File: src/core/gpa_regs.svh
// register offsets, reset values and field positions of the port a block
// assumes a 3-bit register index and 8-bit register data
//
// How it works
// - latch register write equals pin register write
// - latch reads latch, pin register reads pins
// - analog bit disables digital input buffer
// - enabled peripheral replaces latch on pin
// - direction one tristates, zero drives latch
// - port a is eight independent pins
// - bit-modify writes merge into latch (read-modify-write)
// - direction controls driver even in analog
// - analog pins read back as zero
// - analog bits change digital outputs only through masked pin reads (bit-modify, slave select)
// - analog bits reset to analog mode
// - steering never changes direction bits
// - overrides follow function to selected pin
// - bit 6 moves capture unit 3 pin
// - bit 5 picks timer1 gate pin
// - bit 4 moves pwm2 b output pin
// - bit 3 moves sr inverted output pin
// - bit 2 moves comparator2 output pin
// - bit 1 picks slave select pin
// - bit 0 moves capture unit 2 pin
// - steering bit 7 reads zero, resets zero
// - highest priority function owns the pin
`ifndef GPA_REGS_SVH
`define GPA_REGS_SVH
// register indices
`define GPA_OFS_PINS 3'h0
`define GPA_OFS_LATCH 3'h1
`define GPA_OFS_DIR 3'h2
`define GPA_OFS_ANSEL 3'h3
`define GPA_OFS_STEER 3'h4
`define GPA_OFS_BITMOD 3'h5
// reset values
`define GPA_RST_DIR 8'hff
`define GPA_RST_LATCH 8'h00
`define GPA_RST_ANSEL 6'h3f
`define GPA_RST_STEER 7'h00
// steering field positions
`define GPA_CC3_SEL 6
`define GPA_T1G_SEL 5
`define GPA_P2B_SEL 4
`define GPA_SR_LATCH_INVERTED_OUTPUT_SEL 3
`define GPA_C2_SEL 2
`define GPA_SS_SEL 1
`define GPA_CC2_SEL 0
// bit-modify register fields
`define GPA_BM_IDX_HI 2
`define GPA_BM_VAL 3
`endif
File: src/core/gpa_pkg.sv
// shared types of the port a block
// assumes nothing beyond a systemverilog compiler
package gpa_pkg;
   // one register or port byte
   typedef logic [7:0] gpa_byte_t;
   // register index
   typedef logic [2:0] gpa_addr_t;
endpackage : gpa_pkg

File: src/core/gpa_port.sv
// port a logic: direction, latch, analog select, pin steering
// assumes synchronous pad inputs and one 25 mhz clock
//
// The address-and-strobe port and the register offsets are this design's own decisions.
`timescale 1ns/1ps
`default_nettype none
`include "gpa_regs.svh"
module gpa_port (
   // clock, reset, enable
   input wire logic clk,
   input wire logic sys_rst,
   input wire logic ce,
   // register port
   input wire gpa_pkg::gpa_addr_t regAddr,
   input wire gpa_pkg::gpa_byte_t regWrData,
   input wire logic regWr,
   input wire logic regRd,
   output gpa_pkg::gpa_byte_t regRdData,
   // port a pads
   input wire gpa_pkg::gpa_byte_t padIn,
   output gpa_pkg::gpa_byte_t padOut,
   output gpa_pkg::gpa_byte_t padOe,
   output logic [5:0] inBufDisable,
   // peripheral outputs that want a pin
   input wire logic srNqOut,
   input wire logic srNqEn,
   input wire logic cmp2Out,
   input wire logic cmp2En,
   input wire logic cc3Out,
   input wire logic cc3En,
   input wire logic cc2Out,
   input wire logic cc2En,
   input wire logic pwm2bOut,
   input wire logic pwm2bEn,
   // port b and c levels for steered inputs
   input wire logic pbBit5In,
   input wire logic pcBit4In,
   // steered peripheral inputs
   output logic timer1Gate,
   output logic slaveSelIn,
   // overrides for port b and c pins
   output logic pc6Drive,
   output logic pc6Val,
   output logic pb5Drive,
   output logic pb5Val,
   output logic pc0Drive,
   output logic pc0Val,
   output logic pc1Drive,
   output logic pc1Val,
   output logic pb3Drive,
   output logic pb3Val
);

   // replace one bit of a byte
   function automatic gpa_pkg::gpa_byte_t setBit(
      input gpa_pkg::gpa_byte_t base,
      input logic [2:0] idx,
      input logic val);
      gpa_pkg::gpa_byte_t res;
      res = base;
      res[idx] = val;
      return res;
   endfunction : setBit

   // register state
   gpa_pkg::gpa_byte_t dir_ff; // direction, one = input
   gpa_pkg::gpa_byte_t lat_ff; // output latch
   logic [5:0] ansel_ff; // analog select, pins 5..0
   logic [6:0] steer_ff; // pin steering bits 6..0
   // next values of the outputs
   gpa_pkg::gpa_byte_t nxt_rdData;
   gpa_pkg::gpa_byte_t nxt_padOut;
   gpa_pkg::gpa_byte_t digIn; // digital view of the pins
   logic wrPins; // write to pin register
   logic wrLat; // write to latch register
   logic wrBit; // single-bit modify
   logic nxt_pb5Val;

   // analog pins read as zero
   assign digIn = padIn & ~{2'h0, ansel_ff};

   // write decode
   assign wrPins = regWr && regAddr == `GPA_OFS_PINS;
   assign wrLat = regWr && regAddr == `GPA_OFS_LATCH;
   assign wrBit = regWr && regAddr == `GPA_OFS_BITMOD;

   // direction register, all inputs after reset
   always_ff @(posedge clk) begin
      if (sys_rst) begin
         dir_ff <= `GPA_RST_DIR;
      end else if (ce && regWr && regAddr == `GPA_OFS_DIR) begin
         dir_ff <= regWrData;
      end
   end

   // output latch: pin, latch and bit-modify writes all land here
   always_ff @(posedge clk) begin
      if (sys_rst) begin
         lat_ff <= `GPA_RST_LATCH;
      end else if (ce) begin
         if (wrPins || wrLat) begin
            lat_ff <= regWrData;
         end else if (wrBit) begin
            // pin levels read, one bit merged, result stored
            lat_ff <= setBit(digIn, regWrData[`GPA_BM_IDX_HI:0],
                             regWrData[`GPA_BM_VAL]);
         end
      end
   end

   // analog select, analog after reset
   always_ff @(posedge clk) begin
      if (sys_rst) begin
         ansel_ff <= `GPA_RST_ANSEL;
      end else if (ce && regWr && regAddr == `GPA_OFS_ANSEL) begin
         ansel_ff <= regWrData[5:0];
      end
   end

   // steering register, bit 7 not stored
   always_ff @(posedge clk) begin
      if (sys_rst) begin
         steer_ff <= `GPA_RST_STEER;
      end else if (ce && regWr && regAddr == `GPA_OFS_STEER) begin
         steer_ff <= regWrData[6:0];
      end
   end

   // read mux
   always_comb begin
      nxt_rdData = 8'h00;
      if (regRd) begin
         case (regAddr)
            `GPA_OFS_PINS: nxt_rdData = digIn;
            `GPA_OFS_LATCH: nxt_rdData = lat_ff;
            `GPA_OFS_DIR: nxt_rdData = dir_ff;
            `GPA_OFS_ANSEL: nxt_rdData = {2'h0, ansel_ff};
            `GPA_OFS_STEER: nxt_rdData = {1'b0, steer_ff};
            default: nxt_rdData = 8'h00; // unmapped
         endcase
      end
   end

   // read data stands one cycle after the strobe only
   always_ff @(posedge clk) begin
      if (sys_rst) begin
         regRdData <= 8'h00;
      end else if (ce) begin
         regRdData <= nxt_rdData;
      end
   end

   // port a pin values: sr inverted output beats comparator2 beats latch
   always_comb begin
      nxt_padOut = lat_ff;
      // pin 0 takes the functions whose select bit is set
      if (srNqEn && steer_ff[`GPA_SR_LATCH_INVERTED_OUTPUT_SEL]) begin
         nxt_padOut[0] = srNqOut;
      end else if (cmp2En && steer_ff[`GPA_C2_SEL]) begin
         nxt_padOut[0] = cmp2Out;
      end
      // pin 5 takes them while the select bit is clear
      if (srNqEn && !steer_ff[`GPA_SR_LATCH_INVERTED_OUTPUT_SEL]) begin
         nxt_padOut[5] = srNqOut;
      end else if (cmp2En && !steer_ff[`GPA_C2_SEL]) begin
         nxt_padOut[5] = cmp2Out;
      end
   end

   // port b bit 5: capture unit 3 ahead of pwm2 b
   assign nxt_pb5Val = (cc3En && steer_ff[`GPA_CC3_SEL]) ? cc3Out : pwm2bOut;

   // pad drivers; direction alone controls the enable
   always_ff @(posedge clk) begin
      if (sys_rst) begin
         padOut <= `GPA_RST_LATCH;
         padOe <= ~`GPA_RST_DIR;
         inBufDisable <= `GPA_RST_ANSEL;
      end else if (ce) begin
         padOut <= nxt_padOut;
         padOe <= ~dir_ff;
         inBufDisable <= ansel_ff;
      end
   end

   // steered inputs
   always_ff @(posedge clk) begin
      if (sys_rst) begin
         timer1Gate <= 1'b0;
         slaveSelIn <= 1'b0;
      end else if (ce) begin
         timer1Gate <= steer_ff[`GPA_T1G_SEL] ? pcBit4In : pbBit5In;
         slaveSelIn <= steer_ff[`GPA_SS_SEL] ? digIn[0] : digIn[5];
      end
   end

   // port b and c overrides; the unselected pin is left alone
   always_ff @(posedge clk) begin
      if (sys_rst) begin
         pc6Drive <= 1'b0;
         pc6Val <= 1'b0;
         pb5Drive <= 1'b0;
         pb5Val <= 1'b0;
         pc0Drive <= 1'b0;
         pc0Val <= 1'b0;
         pc1Drive <= 1'b0;
         pc1Val <= 1'b0;
         pb3Drive <= 1'b0;
         pb3Val <= 1'b0;
      end else if (ce) begin
         pc6Drive <= cc3En && !steer_ff[`GPA_CC3_SEL];
         pc6Val <= cc3Out;
         pb5Drive <= (cc3En && steer_ff[`GPA_CC3_SEL])
                     || (pwm2bEn && steer_ff[`GPA_P2B_SEL]);
         pb5Val <= nxt_pb5Val;
         pc0Drive <= pwm2bEn && !steer_ff[`GPA_P2B_SEL];
         pc0Val <= pwm2bOut;
         pc1Drive <= cc2En && !steer_ff[`GPA_CC2_SEL];
         pc1Val <= cc2Out;
         pb3Drive <= cc2En && steer_ff[`GPA_CC2_SEL];
         pb3Val <= cc2Out;
      end
   end
endmodule : gpa_port
`default_nettype wire

File: config.mk
export PLATFORM = sky130hd
export DESIGN_NAME = gpa_port
export DESIGN_NICKNAME = d
export VERILOG_FILES = /design/src/core/gpa_pkg.sv /design/src/core/gpa_port.sv
export VERILOG_INCLUDE_DIRS = /design/src /design/src/core
export SDC_FILE = /design/constraint.sdc
export NUM_CORES = 1
export LEC_CHECK = 0
export ABC_AREA = 1
export BUFFER_PORTS_ARGS = -buffer_cell sky130_fd_sc_hd__buf_2
export CORE_ASPECT_RATIO = 0.5
export CORE_MARGIN = 2
export CORE_UTILIZATION = 53
export DETAILED_ROUTE_END_ITERATION = 10
export PLACE_DENSITY = 0.79
export SYNTH_ARGS = -nofsm -noshare
export SYNTH_HDL_FRONTEND = slang
export SYNTH_SLANG_ARGS = --single-unit
export TNS_END_PERCENT = 5
File: constraint.sdc
create_clock -name clk -period 1.5 [get_ports clk]
set_clock_uncertainty 0.15 [all_clocks]
set_input_delay 0.375 -clock clk [delete_from_list [all_inputs] [get_ports clk]]
set_output_delay 0.375 -clock clk [all_outputs]
set_load 0.02 [all_outputs]
Yosys cells after proc, flatten, opt, wreduce, memory -nomap -nowiden
Index checks and enable logic that the tools add are counted.
Cells by class
  bitwise operators: 3
  equal/unequal tests: 5
  mux-type cells: 14
  order comparisons: 2
  reductions and logical operators: 28
Operators with widths (number)
  case mux 8 bit (5 select lines): 1
  2-to-1 mux 8 bit: 3
  logical AND 1 bit: 18
  AND 8 bit: 1
  bitwise mux 8 bit: 1
  2-to-1 mux 1 bit: 8
  NOT 6 -> 8 bit: 1
  NOT 8 bit: 1
  equality test 3 x 2 -> 1 bit, second input constant: 2
  equality test 3 bit, second input constant: 2
  zero test 1 bit: 5
  < comparator 3 x 4 -> 1 bit, second input constant: 1
  demux 1 bit (select 3 bit): 1
  equality test 3 x 1 -> 1 bit, second input constant: 1
  greater-or-equal comparator 3 x 1 -> 1 bit, second input constant: 1
  zero test 3 bit: 1
  logical OR 1 bit: 2
  AND reduction 2 bit: 1
  nonzero test 2 bit: 1
Storage, ports and cells
  input port bits: 36
  register bits: 70
  word-level logic and storage cells: 71
  output and inout port bits: 42

Depth between registers and ports, before layout
  word-level depth: 7
  gate-level depth with buffers: 9

Least setup slack after synthesis
OpenSTA, ideal clock, no wires.
  kind: input to register
  start: input regAddr[2]
  end: register dir_ff[6]
  cell stages on the path: 8
  arrival: 1.136 ns
  slack: 0.076 ns
  cell sequence: buf_6 > inv_4 > nand2_2 > nor2_4 > nand2_2 > buf_2 > nand2_1 > o211ai_1
On the way
  cells in the longest elaborated chain, start to end: 2
Ends and longest elaborated chain
  start, declared: line gpa_port.sv:14  | input wire gpa_pkg::gpa_addr_t regAddr,
  equality test 3 x 2 -> 1 bit
  logical AND 1 bit (no source line)
  end signal, assigned: line gpa_port.sv:90  | dir_ff <= `GPA_RST_DIR;
  end signal, assigned: line gpa_port.sv:92  | dir_ff <= regWrData;
  end, declared: line gpa_port.sv:66  | gpa_pkg::gpa_byte_t dir_ff;
Every way passes these cells.
A chain may end at the register's enable or synchronous reset.

Final worst setup path
  start: register regRdData[4]
  end: output regRdData[4]
RTL lines
  start, declared: line gpa_port.sv:18  | output gpa_pkg::gpa_byte_t regRdData,
  start signal, assigned: line gpa_port.sv:149  | regRdData <= nxt_rdData;
No word-level cell between the ends.

==> results by stage <==
Synth:
- The post-synthesis sequential element count is 70.
- The async set-or-reset flop fraction in the synthesized netlist is 0%.
- After synthesis, the mean cell area works out to 7.42 sq um.
- The number of unique standard cell types used by synthesis is 28.
- The count of flip-flops with a built-in enable after synthesis is 0.
- The Yosys step of the flow raised 0 warnings.
- The count of mapped cells out of synthesis is 438.
- Counting every net in the synthesized netlist gives 474.
- The main flop type after synthesis is sky130_fd_sc_hd__dfxtp_1.
- Sequential elements use 43.1% of the synthesized area.
- After synthesis the cells add up to 0.00325 sq mm.

Die:
- The floorplan step defined a core boundary enclosing 0.00601 sq mm.
- The die covers 0.00681 sq mm.
- The die boundary width is 115 um.
- The I/O pin count is 78.
- The initialized floorplan defines 20 standard-cell rows.
- The vertical die dimension is 59.4 um.
- The initial core utilization is 54.1%.

Global route:
- For this run, the total global-route usage over all layers was measured as 29.4%.
- The number of antenna violations at the first check in global routing is 0.
- The remaining global-route overflow is 0.
- The number of global-route vias before repair came to 2821.
- The largest net degree at the start of global routing is 54.
- The first global-routing pass estimated 14600 um of wire.

STA:
- The share of the clock period used by the worst path is 94.7%.
- Headroom to the max-slew limit came out at 70.8%.
- The total of endpoints with negative setup slack in the final report is 0.
- The total count of hold-check failures in the final report is 0.
- The maximum clock frequency is 704 MHz.
- The final hold slack is 0.134 ns.
- The final critical-path setup slack is 0.0796 ns.
- The final critical path time including I/O delays and setup is 1.42 ns.
- The pin slew with the least headroom to its limit is 0.437 ns.
- Setup repair after global routing left no endpoint under its margin.
- The count of final max-slew check failures came to 0.

Worst hold path:
- The worst hold path passes through 3 cells.
- The kind of path behind the tightest hold check is primary input to flip-flop.

Detailed routing:
- The detailed-route wire length per cell is 15.8 um.
- The detailed router finished its first iteration with 382 violations.
- The total vias in the final route is 3392.
- In the routed layout, each cell is associated on average with a via count of 5.59.
- The count of nets left with antenna violations once routing finished came out at 0.
- Wires add up to 9590 um.
- The total DRC errors in the routed layout is 0.
- The number of iterations in the first detailed-routing pass is 5.

Clocking:
- The worst-skew pair later-pin latency is 0.34 ns.
- Counting every sink on the clock net gives 70.
- In this run, post-CTS repair resized a total of 0 instances.
- Buffers inserted during clock tree synthesis total 9.
- The number of hold buffers added after CTS was 0.
- The maximum clock insertion buffer count is 2.
- The master cell of the clock root buffer is sky130_fd_sc_hd__clkbuf_16.
- The buffers inserted during post-CTS setup optimization is 0.
- After clock tree synthesis, the clock-pin slew on the worst setup and hold paths is 0.06 ns.
- The H-tree level count is 3.
- The TritonCTS clock tree is done.

Worst setup path:
- The largest driver fanout on the critical path is 2.
- The total number of cells along the worst setup path is 1.
- The required time of the worst setup path is 0.97 ns.
- The startpoint type of the worst setup path is a flip-flop.
- Traced cell by cell, the critical path runs through buf_2.
- In this design, the stage delay of the slowest critical-path cell is 0.37 ns.
- The critical path arrival is 0.90 ns.
- The kind of cell adding the most delay to the critical path is flip-flops.
- On the critical path, the stage with the largest delay is an instance of sky130_fd_sc_hd__dfxtp_1.
- The type of the worst setup path is flip-flop to primary output.
- STA classifies the critical path endpoint as a primary output.
- The number of buffers and inverters on the critical path is 1.
- The number of cells on the worst reg-to-reg path is 5.

Layout:
- The count of non-filler cells in the finished layout is 607.
- The core occupancy in the finished layout is 69.1%.
- Cells with a size suffix above 1 make up 27.0% of the layout.
- The number of nets in the final layout is 561.
- The area growth from synthesis to final layout is 27.7%.
- The number of antenna diodes in the final layout is 0.

Place:
- In this run the tool buffered the top-level ports with 77 buffer cells.
- Prior to clock tree synthesis, the placed netlist has a worst setup slack of -0.119 ns.
- Counting tap cells, the placed design contains a total of 591 instances.
- The HPWL after detailed placement is 6830 um.
- At the end of routability-driven placement, the weighted congestion stood at 0.929.

Outcome:
- The flow ran to the end, and the final reports show no timing, DRC or antenna violations.

Pwr:
- Power spread over the standard cell area amounts to 1180 mW/mm^2.
- For this design the static power due to leakage is 2.01 nW.
- The design draws 4.89 mW.
- The maximum vdd ir drop is 0.000762 V.

Flow run:
- Max-cap violations in this run came to 0.
## through the flow
step | area, sq um | TNS [ns]
5_1_grt | 4150 | 0
4_1_cts | 4150 | 0
3_5_place_dp | 3820 | -1.30
6_report | 4150 | 0
2_1_floorplan | 3250 | 0
3_3_place_gp | 3820 | -0.942
## final cells by class
cell class	instances	area, sq um
fill	555	1860
multi-input combinational	309	1550
sequential	70	1400
timing repair buffer	102	648
clock buffer	11	243
inverter	33	126
tap	77	96.3
clock inverter	5	81.3
## cell usage after synthesis (5+ instances only)
cell | instances | share of area, %
sky130_fd_sc_hd__a21oi_1 | 38 | 5.9
sky130_fd_sc_hd__buf_6 | 7 | 2.4
sky130_fd_sc_hd__inv_1 | 24 | 2.8
sky130_fd_sc_hd__nand2_1 | 98 | 11
sky130_fd_sc_hd__buf_2 | 9 | 1.4
sky130_fd_sc_hd__clkbuf_1 | 7 | 0.81
sky130_fd_sc_hd__dfxtp_1 | 70 | 43
sky130_fd_sc_hd__nor2_1 | 36 | 4.2
sky130_fd_sc_hd__nand3_1 | 38 | 5.9
sky130_fd_sc_hd__o21ai_0 | 20 | 3.1
sky130_fd_sc_hd__inv_2 | 7 | 0.81
sky130_fd_sc_hd__nand4_1 | 14 | 2.7
sky130_fd_sc_hd__o21ai_1 | 23 | 3.5
sky130_fd_sc_hd__a21oi_2 | 5 | 1.3
sky130_fd_sc_hd__o211ai_1 | 21 | 4.9
## per-layer routing
metal | GRT usage, % | vias to the layer above | routed length (um)
met3 | 8.38 | 11 | 878
met4 | 9.12 | 0 | 120
met2 | 43.1 | 155 | 4050
met5 | 0 | - | 0
met1 | 42.3 | 1570 | 4540
li1 | - | 1656 | -
## cell usage in the layout (no fill, tap or decap), types with 2 or more instances in the layout
| master | Yosys | routed |
|---|---|---|
| sky130_fd_sc_hd__nand4_1 | 14 | 14 |
| sky130_fd_sc_hd__a31oi_1 | 2 | 2 |
| sky130_fd_sc_hd__o211ai_1 | 21 | 21 |
| sky130_fd_sc_hd__nand3_1 | 38 | 38 |
| sky130_fd_sc_hd__a21oi_1 | 38 | 38 |
| sky130_fd_sc_hd__o21ai_0 | 20 | 20 |
| sky130_fd_sc_hd__nor2_1 | 36 | 36 |
| sky130_fd_sc_hd__a21oi_2 | 5 | 5 |
| sky130_fd_sc_hd__nand2_2 | 3 | 3 |
| sky130_fd_sc_hd__clkbuf_16 | 0 | 9 |
| sky130_fd_sc_hd__nand2_4 | 2 | 2 |
| sky130_fd_sc_hd__nand2_1 | 98 | 98 |
| sky130_fd_sc_hd__o21ai_1 | 23 | 23 |
| sky130_fd_sc_hd__dfxtp_1 | 70 | 70 |
| sky130_fd_sc_hd__inv_2 | 7 | 7 |
| sky130_fd_sc_hd__buf_2 | 9 | 77 |
| sky130_fd_sc_hd__bufinv_16 | 0 | 2 |
| sky130_fd_sc_hd__buf_4 | 2 | 19 |
| sky130_fd_sc_hd__buf_12 | 0 | 6 |
| sky130_fd_sc_hd__nor2_4 | 4 | 4 |
| sky130_fd_sc_hd__inv_1 | 24 | 24 |
## path summary, 6_finish.rpt
path	from	to	slack, ns
min	pwm2bOut	pc0Val	0.13
max reg2reg	ansel_ff[5]	lat_ff[5]	0.24
max	regRdData[4]	regRdData[4]	0.08
min reg2reg	regRdData[5]	regRdData[5]	0.32
## state kept, by name (all words and copies together), names as in the netlist, 6 cells and up
name          flops
padOut            8
inBufDisable      6
steer_ff          7
padOe             8
lat_ff            8
regRdData         8
dir_ff            8
ansel_ff          6
## where the power goes
group	internal [mW]	switching (mW)
sequential	1.93	0.0476
combinational	0.223	0.389
clock	1.50	0.799
total	3.66	1.24
## kinds of logic after synthesis
logic type | share of synthesized area [%]
and+or+nand+nor | 28.0
AOI/OAI and AO/OA | 19.8
DFF | 43.1
buffers and inverters | 9.09
No activity file was read; power rests on OpenSTA's default activity.
